<file path="src/core/cogc_note_unused.sv">
// Holds no logic; each end of the link lives in its own file.
`timescale 1ns/1ps

</file>
<file path="src/core/cogc_pkg.sv">
// Constants, types and field layout shared by both ends of the clock output group control.
// Summary of operation
// - Group power-down bit stops whole group.
// - Source select only in groups three, four.
// - Two analog-delay selects; none powers block down.
// - Digital delay applied only on sync, not excluded.
// - Delay values zero to five give five.
// - Delay cycle is one distribution-path period.
// - Digital delay thirteen or more: extended power.
// - Soft reset loads defaults, ignores same write.
// - Host rewrites first register after soft reset.
// - Soft reset happens on latch-enable falling edge.
// - Soft-reset bit clears on any other write.
// - Power-down bit held until host clears it.
// - Half-step subtracts half period, immediately.
// - Divide one to 1045, fifty percent duty.
// - Divide twenty-six or more: extended power.
// - Host keeps half-step zero at divide one.
// - Feedback divider write syncs; host clears exclude (cogc_host never drives group_sync_exclude; the bench leaves it set).
// - Twelve four-bit driver fields, four per register.
// - Driver encoding: off, differential, emitter, single-ended.
// - Registers zero to five map groups in order.
package cogc_pkg;
   localparam int NUM_GROUPS = 6;
   localparam int NUM_OUTS = 12;
   localparam int NUM_REGS = 9;
   localparam int ADDR_W = 5;
   localparam int FRAME_BITS = 32;
   localparam int TYPE_W = 4;
   localparam int TYPES_PER_REG = 4;

   // Field positions within a frame word
   localparam int PD_BIT = 31;
   localparam int SRC_BIT = 30;
   localparam int ODD_ADLY_BIT = 29;
   localparam int EVEN_ADLY_BIT = 28;
   localparam int DDLY_MSB = 27;
   localparam int DDLY_LSB = 18;
   localparam int RESET_BIT = 17;
   localparam int POWERDOWN_BIT = 17;
   localparam int HS_BIT = 16;
   localparam int DIV_MSB = 15;
   localparam int DIV_LSB = 5;
   localparam int TYPE_LSB = 16;

   // Register indices and addresses
   localparam int REG_GROUP0 = 0;
   localparam int REG_POWERDOWN = 1;
   localparam int REG_TYPE0 = 6;
   localparam int SRC_GROUP_LO = 3;
   localparam int SRC_GROUP_HI = 4;
   localparam logic [4:0] ADDR_GROUP0 = 5'h00;
   localparam logic [4:0] ADDR_COUNT = 5'h09;
   localparam logic [4:0] ADDR_SYNTH_FB = 5'h1E;
   localparam logic [4:0] ADDR_PAD = 5'h00;
   localparam logic [5:0] FRAME_COUNT = 6'h20;
   localparam logic [5:0] NBITS_SAT = 6'h3F;

   // Delay and divide limits
   localparam logic [9:0] DDLY_MIN = 10'h005;
   localparam logic [9:0] DDLY_EXT = 10'h00D;
   localparam logic [9:0] DLY_ONE = 10'h001;
   localparam logic [10:0] DIV_ONE = 11'h001;
   localparam logic [10:0] DIV_EXT = 11'h01A;
   localparam logic [10:0] DIV_MAX = 11'h415;
   localparam int DIST_DIV = 1;

   // Driver type codes
   localparam logic [3:0] TYPE_OFF = 4'h0;
   localparam logic [3:0] TYPE_EMIT_MAX = 4'h5;
   localparam logic [3:0] TYPE_SE_NI = 4'h6;
   localparam logic [3:0] TYPE_SE_IN = 4'h7;
   localparam logic [3:0] TYPE_SE_NN = 4'h8;
   localparam logic [3:0] TYPE_SE_II = 4'h9;
   localparam logic [3:0] TYPE_SE_LN = 4'hA;
   localparam logic [3:0] TYPE_SE_LI = 4'hB;
   localparam logic [3:0] TYPE_SE_NL = 4'hC;
   localparam logic [3:0] TYPE_SE_IL = 4'hD;
   localparam logic [3:0] TYPE_SE_LL = 4'hE;

   // Default contents loaded at reset and soft reset
   localparam logic [31:0] GROUP_DEFAULT = 32'h0000_0020;
   localparam logic [31:0] TYPE_DEFAULT = 32'h0000_0000;
   localparam logic [NUM_REGS-1:0][31:0] DEFAULT_REGS = {{3{TYPE_DEFAULT}}, {6{GROUP_DEFAULT}}};

   // Host serial timing
   localparam int MCLK_HZ = 40_000_000;
   localparam int SCLK_HZ = 10_000_000;
   localparam int SCLK_HALF = MCLK_HZ / (2 * SCLK_HZ);
   localparam int LE_HIGH_NS = 100;
   localparam int LE_CYC = (LE_HIGH_NS * (MCLK_HZ / 1_000_000) + 999) / 1000;
   localparam logic [3:0] HALF_LOAD = 4'(SCLK_HALF - 1);
   localparam logic [3:0] LE_LOAD = 4'(LE_CYC - 1);

   typedef enum {HS_IDLE, HS_SHIFT, HS_LATCH, HS_GAP} cogc_host_state_t;

   typedef struct packed {
      logic [2:0] sclk_s;
      logic [2:0] data_s;
      logic [2:0] le_s;
      logic [31:0] shift;
      logic [5:0] nbits;
      logic [NUM_REGS-1:0][31:0] regs;
      logic reset_pend;
      logic sync_seen;
      logic [NUM_GROUPS-1:0] running;
      logic [NUM_GROUPS-1:0][9:0] dly_cnt;
      logic [NUM_GROUPS-1:0][11:0] pos;
      logic [NUM_GROUPS-1:0][1:0] phase;
   } cogc_dev_state_t;

   typedef struct packed {
      cogc_host_state_t state;
      logic [31:0] shift;
      logic [4:0] bitcnt;
      logic [3:0] cnt;
      logic high_half;
      logic redo;
      logic sclk;
      logic sdata;
      logic le;
   } cogc_host_state_s_t;
endpackage

</file>
<file path="src/core/cogc_if.sv">
// Three-wire programming link between the host and the clock output controller.
`timescale 1ns/1ps
interface cogc_if;
   logic sclk;
   logic sdata;
   logic le;
   modport host (output sclk, output sdata, output le);
   modport dev (input sclk, input sdata, input le);
endinterface

</file>
<file path="src/core/cogc_device.sv">
// Clock output group controller: serial register file, dividers, delays and driver control.
`timescale 1ns/1ps
module cogc_device (
   input wire logic mclk,
   input wire logic rstn,
   cogc_if.dev link,
   input wire logic [cogc_pkg::NUM_GROUPS-1:0] group_sync_exclude,
   output logic [cogc_pkg::NUM_GROUPS-1:0][1:0] group_phase,
   output logic [cogc_pkg::NUM_GROUPS-1:0] group_powered,
   output logic [cogc_pkg::NUM_GROUPS-1:0] group_source_select,
   output logic [cogc_pkg::NUM_GROUPS-1:0] analog_block_on,
   output logic [cogc_pkg::NUM_OUTS-1:0] analog_delay_en,
   output logic [cogc_pkg::NUM_GROUPS-1:0] extended_power,
   output logic [cogc_pkg::NUM_OUTS-1:0][3:0] output_driver_type,
   output logic [cogc_pkg::NUM_OUTS-1:0] output_buffer_on,
   output logic [cogc_pkg::NUM_OUTS-1:0][1:0] out_p_phase,
   output logic [cogc_pkg::NUM_OUTS-1:0][1:0] out_n_phase,
   output logic device_power_down,
   output logic soft_reset_flag,
   output logic sync_event
);
   import cogc_pkg::*;

   cogc_dev_state_t s;
   cogc_dev_state_t nx;

   ////////////////////////////////////////////////////////////////////////////////
   always_comb begin
      logic [31:0] r;
      logic [11:0] n2;
      logic [11:0] a;
      logic [11:0] b;
      logic [11:0] nxt;
      logic [10:0] dv;
      logic [9:0] eff;
      logic [4:0] addr;
      logic sclk_rise;
      logic le_rise;
      logic le_fall;
      logic wr;
      logic sync;
      logic dev_pd;
      logic pd;
      r = '0;
      n2 = '0;
      a = '0;
      b = '0;
      nxt = '0;
      dv = '0;
      eff = '0;
      addr = '0;
      wr = 1'b0;
      sync = 1'b0;
      pd = 1'b0;
      nx = s;

      // Pins cross into mclk; stage 0 feeds stage 1 only
      nx.sclk_s = {s.sclk_s[1:0], link.sclk};
      nx.data_s = {s.data_s[1:0], link.sdata};
      nx.le_s = {s.le_s[1:0], link.le};
      sclk_rise = s.sclk_s[1] & ~s.sclk_s[2];
      le_rise = s.le_s[1] & ~s.le_s[2];
      le_fall = ~s.le_s[1] & s.le_s[2];
      dev_pd = s.regs[REG_POWERDOWN][POWERDOWN_BIT];

      if (sclk_rise && !s.le_s[1]) begin
         nx.shift = {s.shift[30:0], s.data_s[1]};
         if (s.nbits != NBITS_SAT) begin
            nx.nbits = s.nbits + 6'h01;
         end
      end

      // A frame counts only if exactly one word arrived before the latch edge
      if (le_rise) begin
         nx.nbits = '0;
         wr = (s.nbits == FRAME_COUNT);
         addr = s.shift[ADDR_W-1:0];
      end

      if (wr) begin
         nx.regs[REG_GROUP0][RESET_BIT] = 1'b0;
         if (addr == ADDR_GROUP0 && s.shift[RESET_BIT]) begin
            nx.reset_pend = 1'b1;
         end else if (addr < ADDR_COUNT) begin
            nx.regs[addr] = {s.shift[31:ADDR_W], ADDR_PAD};
         end
         sync = (addr == ADDR_SYNTH_FB);
      end
      nx.sync_seen = sync;

      // Defaults land on the falling latch edge; rest of that frame is dropped
      if (le_fall && s.reset_pend) begin
         nx.regs = DEFAULT_REGS;
         nx.regs[REG_GROUP0][RESET_BIT] = 1'b1;
         nx.reset_pend = 1'b0;
      end

      ////////////////////////////////////////////////////////////////////////////
      // Counters run in half-period steps so odd divides keep 50% duty
      for (int g = 0; g < NUM_GROUPS; g++) begin
         r = s.regs[g];
         dv = r[DIV_MSB:DIV_LSB];
         if (dv > DIV_MAX) begin
            dv = DIV_MAX;
         end
         n2 = {dv, 1'b0};
         pd = r[PD_BIT] | dev_pd | (dv == '0);
         eff = r[DDLY_MSB:DDLY_LSB];
         if (eff < DDLY_MIN) begin
            eff = DDLY_MIN;
         end
         if (pd) begin
            nx.running[g] = 1'b0;
            nx.pos[g] = '0;
            nx.dly_cnt[g] = '0;
         end else if (sync && !group_sync_exclude[g]) begin
            nx.running[g] = 1'b0;
            nx.dly_cnt[g] = 10'(eff * DIST_DIV);
         end else if (!s.running[g]) begin
            if (s.dly_cnt[g] > DLY_ONE) begin
               nx.dly_cnt[g] = s.dly_cnt[g] - DLY_ONE;
            end else begin
               nx.running[g] = 1'b1;
               nx.pos[g] = '0;
               nx.dly_cnt[g] = '0;
            end
         end else begin
            nxt = s.pos[g] + 12'h002;
            // Wrap to zero so a smaller divide never strands the count
            if (nxt >= n2) begin
               nxt = '0;
            end
            nx.pos[g] = nxt;
         end

         // Half step moves the pattern one half period earlier at once
         a = s.pos[g] + {11'h000, r[HS_BIT]};
         if (a >= n2) begin
            a = a - n2;
         end
         b = a + 12'h001;
         if (b >= n2) begin
            b = b - n2;
         end
         if (s.running[g] && !pd) begin
            nx.phase[g] = {a < {1'b0, dv}, b < {1'b0, dv}};
         end else begin
            nx.phase[g] = 2'b00;
         end
      end
   end

   always_ff @(posedge mclk) begin
      if (!rstn) begin
         s <= '0;
         s.regs <= DEFAULT_REGS;
      end else begin
         s <= nx;
      end
   end

   ////////////////////////////////////////////////////////////////////////////////
   assign group_phase = s.phase;
   assign device_power_down = s.regs[REG_POWERDOWN][POWERDOWN_BIT];
   assign soft_reset_flag = s.regs[REG_GROUP0][RESET_BIT];
   assign sync_event = s.sync_seen;

   for (genvar g = 0; g < NUM_GROUPS; g++) begin : g_group
      logic [10:0] div_f;
      logic on;
      assign div_f = s.regs[g][DIV_MSB:DIV_LSB];
      assign on = ~s.regs[g][PD_BIT] & ~device_power_down;
      assign group_powered[g] = on;
      if (g == SRC_GROUP_LO || g == SRC_GROUP_HI) begin : g_src
         assign group_source_select[g] = s.regs[g][SRC_BIT];
      end else begin : g_nosrc
         assign group_source_select[g] = 1'b0;
      end
      assign analog_delay_en[2*g] = on & s.regs[g][EVEN_ADLY_BIT];
      assign analog_delay_en[2*g+1] = on & s.regs[g][ODD_ADLY_BIT];
      assign analog_block_on[g] = analog_delay_en[2*g] | analog_delay_en[2*g+1];
      assign extended_power[g] = (s.regs[g][DDLY_MSB:DDLY_LSB] >= DDLY_EXT)
         | (div_f >= DIV_EXT);
   end

   ////////////////////////////////////////////////////////////////////////////////
   for (genvar o = 0; o < NUM_OUTS; o++) begin : g_out
      logic [3:0] kind;
      logic [1:0] ph;
      assign kind = s.regs[REG_TYPE0 + o / TYPES_PER_REG]
         [TYPE_LSB + TYPE_W * (o % TYPES_PER_REG) +: TYPE_W];
      assign ph = s.phase[o / 2];
      assign output_driver_type[o] = kind;
      assign output_buffer_on[o] = group_powered[o / 2] & (kind != TYPE_OFF)
         & (kind <= TYPE_SE_LL);
      // Codes above the single-ended range are treated as off
      always_comb begin
         out_p_phase[o] = 2'b00;
         out_n_phase[o] = 2'b00;
         case (kind)
            TYPE_OFF: begin
            end
            TYPE_SE_NI: begin
               out_p_phase[o] = ph;
               out_n_phase[o] = ~ph;
            end
            TYPE_SE_IN: begin
               out_p_phase[o] = ~ph;
               out_n_phase[o] = ph;
            end
            TYPE_SE_NN: begin
               out_p_phase[o] = ph;
               out_n_phase[o] = ph;
            end
            TYPE_SE_II: begin
               out_p_phase[o] = ~ph;
               out_n_phase[o] = ~ph;
            end
            TYPE_SE_LN: begin
               out_n_phase[o] = ph;
            end
            TYPE_SE_LI: begin
               out_n_phase[o] = ~ph;
            end
            TYPE_SE_NL: begin
               out_p_phase[o] = ph;
            end
            TYPE_SE_IL: begin
               out_p_phase[o] = ~ph;
            end
            TYPE_SE_LL: begin
            end
            default: begin
               if (kind <= TYPE_EMIT_MAX) begin
                  out_p_phase[o] = ph;
                  out_n_phase[o] = ~ph;
               end
            end
         endcase
         if (!output_buffer_on[o]) begin
            out_p_phase[o] = 2'b00;
            out_n_phase[o] = 2'b00;
         end
      end
   end
endmodule // cogc_device

</file>
<file path="src/flat_wrapper.sv">
// flat-port wrapper written by rule: the top's interface ports become plain ports
module cogc_device_flat import cogc_pkg::*;
  (mclk, rstn, group_sync_exclude, group_phase, group_powered, group_source_select, analog_block_on, analog_delay_en, extended_power, output_driver_type, output_buffer_on, out_p_phase, out_n_phase, device_power_down, soft_reset_flag, sync_event, link_sclk, link_sdata, link_le);
  cogc_if link_i ();
  input wire logic mclk;
  input wire logic rstn;
  input wire logic [cogc_pkg::NUM_GROUPS-1:0] group_sync_exclude;
  output logic [cogc_pkg::NUM_GROUPS-1:0][1:0] group_phase;
  output logic [cogc_pkg::NUM_GROUPS-1:0] group_powered;
  output logic [cogc_pkg::NUM_GROUPS-1:0] group_source_select;
  output logic [cogc_pkg::NUM_GROUPS-1:0] analog_block_on;
  output logic [cogc_pkg::NUM_OUTS-1:0] analog_delay_en;
  output logic [cogc_pkg::NUM_GROUPS-1:0] extended_power;
  output logic [cogc_pkg::NUM_OUTS-1:0][3:0] output_driver_type;
  output logic [cogc_pkg::NUM_OUTS-1:0] output_buffer_on;
  output logic [cogc_pkg::NUM_OUTS-1:0][1:0] out_p_phase;
  output logic [cogc_pkg::NUM_OUTS-1:0][1:0] out_n_phase;
  output logic device_power_down;
  output logic soft_reset_flag;
  output logic sync_event;
  input wire logic [$bits(link_i.sclk)-1:0] link_sclk;
  input wire logic [$bits(link_i.sdata)-1:0] link_sdata;
  input wire logic [$bits(link_i.le)-1:0] link_le;
  assign link_i.sclk = link_sclk;
  assign link_i.sdata = link_sdata;
  assign link_i.le = link_le;
  cogc_device u_core (.mclk(mclk), .rstn(rstn), .link(link_i), .group_sync_exclude(group_sync_exclude), .group_phase(group_phase), .group_powered(group_powered), .group_source_select(group_source_select), .analog_block_on(analog_block_on), .analog_delay_en(analog_delay_en), .extended_power(extended_power), .output_driver_type(output_driver_type), .output_buffer_on(output_buffer_on), .out_p_phase(out_p_phase), .out_n_phase(out_n_phase), .device_power_down(device_power_down), .soft_reset_flag(soft_reset_flag), .sync_event(sync_event));
endmodule
</file>
<file path="config.mk">
export PLATFORM = sky130hd
export DESIGN_NAME = cogc_device_flat
export DESIGN_NICKNAME = d
export VERILOG_FILES = /design/src/core/cogc_note_unused.sv /design/src/core/cogc_pkg.sv /design/src/core/cogc_if.sv /design/src/core/cogc_device.sv /design/src/flat_wrapper.sv
export SDC_FILE = /design/constraint.sdc
export NUM_CORES = 2
export LEC_CHECK = 0
export BUFFER_PORTS_ARGS = -buffer_cell sky130_fd_sc_hd__buf_2
export CORE_MARGIN = 1.5
export CORE_UTILIZATION = 50
export CTS_CLUSTER_DIAMETER = 120
export DETAILED_ROUTE_END_ITERATION = 6
export GPL_TIMING_DRIVEN = 0
export PLACE_DENSITY = 0.64
export SYNTH_ARGS = -nofsm -noshare
export SYNTH_HDL_FRONTEND = slang
export SYNTH_SLANG_ARGS = --single-unit
</file>
<file path="constraint.sdc">
create_clock -name mclk -period 9.2 [get_ports mclk]
set_input_delay 1.38 -clock mclk [delete_from_list [all_inputs] [get_ports mclk]]
set_output_delay 1.38 -clock mclk [all_outputs]
set_load 0.02 [all_outputs]
</file>
Yosys cells after proc, flatten, opt, wreduce, memory -nomap -nowiden

Index checks and enable logic that the tools add are counted.

Register bits: 486
Output and inout port bits: 159

Add/sub/neg operators: 37
$lt $le $gt $ge: 87
Equal/unequal tests: 123
Mux-type cells: 155
Bitwise logic cells: 93
Reduce and logical (&&, ||, !) cells: 162

Operators by type and width:

| operator                | count |
|---|---|
| $mux W12                | 30 |
| $eq A4 B4 Y1 const B    | 84 |
| $bwmux W288             | 1 |
| $mux W10                | 24 |
| $ge A12 B12 Y1          | 18 |
| $reduce_or A3 Y1        | 54 |
| $lt A12 B11 Y1          | 12 |
| $pmux W2 S3             | 24 |
| $sub A12 B12 Y12        | 12 |
| $demux W32 S4           | 1 |
| $eq A4 B3 Y1 const B    | 24 |
| $mux W2                 | 48 |
| $reduce_or A4 Y1        | 24 |
| $add A12 B1 Y12         | 6 |
| $add A12 B1 Y12 const B | 6 |
| $add A12 B2 Y12 const B | 6 |
| $ge A11 B5 Y1 const B   | 6 |
| $gt A11 B11 Y1 const B  | 6 |
| $logic_not A11 Y1       | 6 |
| $mux W11                | 6 |
| $ge A10 B4 Y1 const B   | 6 |
| $gt A10 B1 Y1 const B   | 6 |
| $lt A10 B3 Y1 const B   | 6 |
| $sub A10 B1 Y10 const B | 6 |
| 29 further kinds        | 235 |

Longest topological paths before layout

Depth after elaboration: 12
Gate-level depth with buffers: 41
Mapped depth without buffers: 37

Least setup slack after synthesis

No wires, ideal clock.

Path type: reg2reg
From: reg u_core.s (netlist bit u_core.g_group[5].div_f[6])
To: reg u_core.s (netlist bit u_core.g_out[10].ph[0])
Data arrival time: 7.268 ns
Required time: 9.130 ns
Setup slack: 1.862 ns
Cell stages (with the launch flop): 40
Clock period less this slack: 7.338 ns
Path through: dfxtp_1 > or4_1 > nor2_1 > a21oi_1 > nor2_1 > ha_1 > a21oi_1 > o21bai_1 > a21oi_1 > a21oi_1 > or2_1 > buf_2 > clkbuf_1 > nor2_1 > a21oi_1 > ha_1 > clkbuf_1 > xnor2_1 > [... 4 more ...] > a21boi_1 > o31a_1 > o211ai_1 > nand2_1 > a41o_1 > nor2_1 > clkbuf_1 > nand2_1 > o31ai_1 > ha_1 > a21oi_1 > nor2b_1 > o21ai_0 > a21oi_1 > a211oi_1 > nand4_1 > a221o_1 > a21oi_1

Cells in the longest elaborated chain, start to end: 8
Elaborated cells on any way between the ends: 15
Those cells by class: 3 x add/sub; 4 x order compare; 3 x mux; 1 x bitwise; 4 x reduce/logical

Ends and longest elaborated chain:

| what                                               | line                                   | source |
|---|---|---|
| start: declaration                                 | cogc_device.sv:24                      | `cogc_dev_state_t s;` |
| start signal: assignment                           | cogc_device.sv:158                     | `s <= nx;` |
| $gt A11 B11 Y1                                     | cogc_device.sv:103                     | `if (dv > DIV_MAX) begin` |
| $mux W11 *                                         | cogc_device.sv:103                     |  |
| $sub A12 B12 Y12 or $ge A12 B12 Y1 (tied branches) | cogc_device.sv:139, cogc_device.sv:138 |  |
| $mux W12                                           | cogc_device.sv:138                     | `if (a >= n2) begin` |
| $add A12 B1 Y12                                    | cogc_device.sv:141                     | `b = a + 12'h001;` |
| $sub A12 B12 Y12 or $ge A12 B12 Y1 (tied branches) | cogc_device.sv:143, cogc_device.sv:142 |  |
| $mux W12                                           | cogc_device.sv:142                     | `if (b >= n2) begin` |
| $lt A12 B11 Y1                                     | cogc_device.sv:146                     | `nx.phase[g] = {a < {1'b0, dv}, b < {1'b0, dv}};` |

Every way passes the cells marked *; elsewhere a longest branch is shown, timed or not.
A chain may end at the register's enable or synchronous reset.

Worst setup path in the final report

Same ends and word-level chain as after synthesis.

==> results.ini <==
[floorplan]
core_area_mm2=0.0672
fp.dieArea_mm2=0.0694
die_h_um=263
top_level_ports=170
start_util=0.505
die_w_um=263
row_count=95

[timing]
rsz0062_at_grt=false
drv_slew=0
finalCriticalPeriod_ns=8.47
fin_tns_setup_ns=0
max_freq_mhz=118
period_share=0.921
finalSetupViolations=0
finalClockSkew_ns=0.0234
tightest_slew_ns=1.37
relSlewSlack=0.0846
hold_viol=0

[critical_path]
crit_top_cell=a21oi_1
worstPathArrival_ns=8.99
cp-end-kind=flop
slowest_stage=or4_1
startpoint_type=flop
cp.required_ns=9.72
reg2reg_depth=38
max_stage_delay_ns=0.55
path_class=flop to flop
critPathMaxFanout=10

[global_routing]
first_global_vias=29700
grt_pass1_wl_um=159000
grt_max_degree=14
gr-total-overflow=0
grt_use_total=0.279
grt_antenna_before_repair=1

[power_and_ir_drop]
p_switching_mw=1.74
power.density_mw_per_mm2=141
p_clk_frac=0.353
combPwrFrac=0.285
p_int_mw=3.52
ir_worst_vdd_v=0.000124
seq_power_share=0.362
leakage_nw=15.8
finalPower_mw=5.26
swShare=0.331

[clocking]
clk_latency_ns=0.60
ctsHoldBuffers=0
cts_tree=built
cts_setup_buffers=0
cts_made_buffers=47
cts.sinks=394
clk_pin_slew_worst_paths_ns=0.06
cts_max_level=2
cts.path.max_buffers=3
cts-root-buf=clkbuf_16

[worst_hold_path]
hold-path-cell-count=1
hp-class=flop to flop

[synthesis]
synthCells=4525
synth_area_mm2=0.0339
synth-edff-count=0
ys_async_sr_fraction=0
ys_ff_latch=394
synth_top_flop_cell=dfxtp_1
yosys_warnings=0
synth_top_cells_by_area=dfxtp_1 (23%), ha_1 (13%), nand2_1 (7.2%)
ys_types=93
synth_top_area_frac=0.233
syn_area_per_cell_um2=7.49
ys_seq_area_frac=0.233
synth_area_leader_cell=dfxtp_1

[drt]
drc=0
num_vias=32600
wirelength_um=100000
drt_iter0_markers=2278
first_pass_iters=5
vias_per_cell=5.77
wl_per_cell_um=17.7
final_antenna_net_count=0

[final_layout]
fin_cells=5652
finalNetCount=5120
fillers=6610
diodes=0
syn2layout_area_growth_pct=10.3
drive_gt1_frac=0.0971

[placed_design]
dpl.cell_count=5571
gp_congestion=0.898
dp.final_hpwl_um=75300
portBuffers=164

[run_status]
status=completed

[flow_run]
drv_cap=0

[area by class of cell]
cell class                 instances  area (µm²)  share of cell area
clock inverter                    17         168             0.00449
buffer                           333        1580              0.0423
sequential                       394        7890               0.211
timing repair buffer             164         821              0.0220
clock buffer                      64        1350              0.0362
inverter                         135         507              0.0136
tap                              873        1090              0.0292
multi-input combinational       3672       24000               0.641
[registers in the layout, indices dropped and copies added (netlist names)]
name	count
u_core.soft_reset_flag	1
u_core.device_power_down	1
u_core.g_out.ph	12
u_core.nx	6
u_core.sync_event	1
u_core.s	257
u_core.g_group.div_f	66
u_core.output_driver_type	48
u_core.group_source_select	2
[power groups by stage]
stage | Sequential (mW) | Clock [mW] | Combinational, mW
finish | 1.90 | 1.86 | 1.50
global route | 1.92 | 1.95 | 1.70
CTS | 1.90 | 1.89 | 1.48
detailed placement | 1.94 | 0 | 1.47
global placement | 1.94 | 0 | 1.46
floorplan | 1.91 | 0 | 1.19
[synthesized netlist by cell type (12+ instances only)]
| cell | number |
|---|---|
| or4_1 | 19 |
| a31oi_1 | 21 |
| nand2_1 | 647 |
| ha_1 | 350 |
| xnor2_1 | 142 |
| mux2_2 | 52 |
| buf_4 | 74 |
| a211oi_1 | 39 |
| inv_1 | 133 |
| nor4_1 | 23 |
| or2_2 | 25 |
| o31ai_1 | 21 |
| nand3_1 | 134 |
| o211ai_1 | 26 |
| and2_1 | 64 |
| o21a_1 | 41 |
| mux2i_1 | 109 |
| and3_1 | 37 |
| o21ai_0 | 189 |
| o311ai_0 | 27 |
| o21bai_1 | 17 |
| nand2b_1 | 45 |
| buf_2 | 34 |
| a221oi_1 | 16 |
| dfxtp_1 | 394 |
| o21ai_1 | 40 |
| nor2b_1 | 65 |
| nor3b_1 | 16 |
| nor3_1 | 167 |
| o211a_1 | 35 |
| fa_1 | 12 |
| o2111ai_1 | 14 |
| xor2_1 | 93 |
| a21boi_0 | 40 |
| or3_1 | 38 |
| a22oi_1 | 13 |
| o22ai_1 | 33 |
| clkbuf_1 | 214 |
| a21oi_1 | 383 |
| nor2_1 | 382 |
| a21o_1 | 95 |
| nand4_1 | 38 |
| a22o_1 | 13 |
[critical path: cells and delay by family (launching register included)]
family	cells	cell delay, ns
AO/OA/AOI/OAI	18	3.24
XOR/XNOR	1	0.26
adder cells (fa/ha/maj)	4	1.19
buffers and inverters	5	1.09
flip-flops	1	0.33
AND/OR/NAND/NOR	10	2.27
[metal layers]
layer	up-vias	track usage	part of all wire
met3	152	0.0326	0.050
met2	804	0.460	0.45
met4	2	0.0800	0.028
met5	-	0	0.00013
met1	15200	0.383	0.47
li1	16500	-	-
[through the flow]
step | area [µm²] | setup WS, ns | util | hold WS, ns
2_1_floorplan | 33900 | 1.86 | - | 0.412
3_3_place_gp | 35800 | 0.282 | 0.534 | 0.420
3_5_place_dp | 35800 | 0.249 | 0.534 | 0.423
4_1_cts | 37400 | 0.195 | 0.556 | 0.436
5_1_grt | 37400 | 0.0503 | 0.556 | 0.469
6_report | 37400 | 0.727 | 0.556 | 0.436
[timing repair]
item,4_1_cts,5_1_grt
endpoints found under the setup margin,0,1
gates resized for setup,0,7
endpoints found under the hold margin,0,0
[final timing paths]
kind                         startpoint                endpoint  slack, ns
max reg2reg  u_core.g_group[5].div_f[6]  u_core.g_out[10].ph[0]       0.73
min                      u_core.nx[482]          u_core.nx[483]       0.44
max          u_core.g_group[5].div_f[6]  u_core.g_out[10].ph[0]       0.73
min reg2reg              u_core.nx[482]          u_core.nx[483]       0.44
[logic make-up after synthesis]
group                    share of synthesized area
AND/OR/NAND/NOR                              0.241
adder cells (fa/ha/maj)                      0.136
XOR/XNOR                                    0.0607
AO/OA/AOI/OAI                                0.217
flip-flops                                   0.233
buffers and inverters                       0.0615
other                                     0.000111
multiplexers                                0.0505
[layout by cell type (no fill, tap or decap), drive strengths merged, types with 16 or more instances in the layout]
cell type,count
xnor2,142
mux2,55
nand3,135
inv,136
a21boi,48
o311ai,28
or3,38
o21a,41
o211ai,26
o22ai,33
mux2i,109
xor2,93
a221oi,18
o31ai,22
o21ai,229
o21bai,18
or4,19
nor4,23
nor3b,16
and2,64
a31oi,21
ha,350
clkbuf,285
buf,276
nor2,386
a211oi,39
and3,38
o211a,35
nor3,170
dfxtp,394
a21o,95
a21oi,385
nand4,38
nand2,648
or2,34
nor2b,65
nand2b,46
No activity file was read; power rests on OpenSTA's default activity.
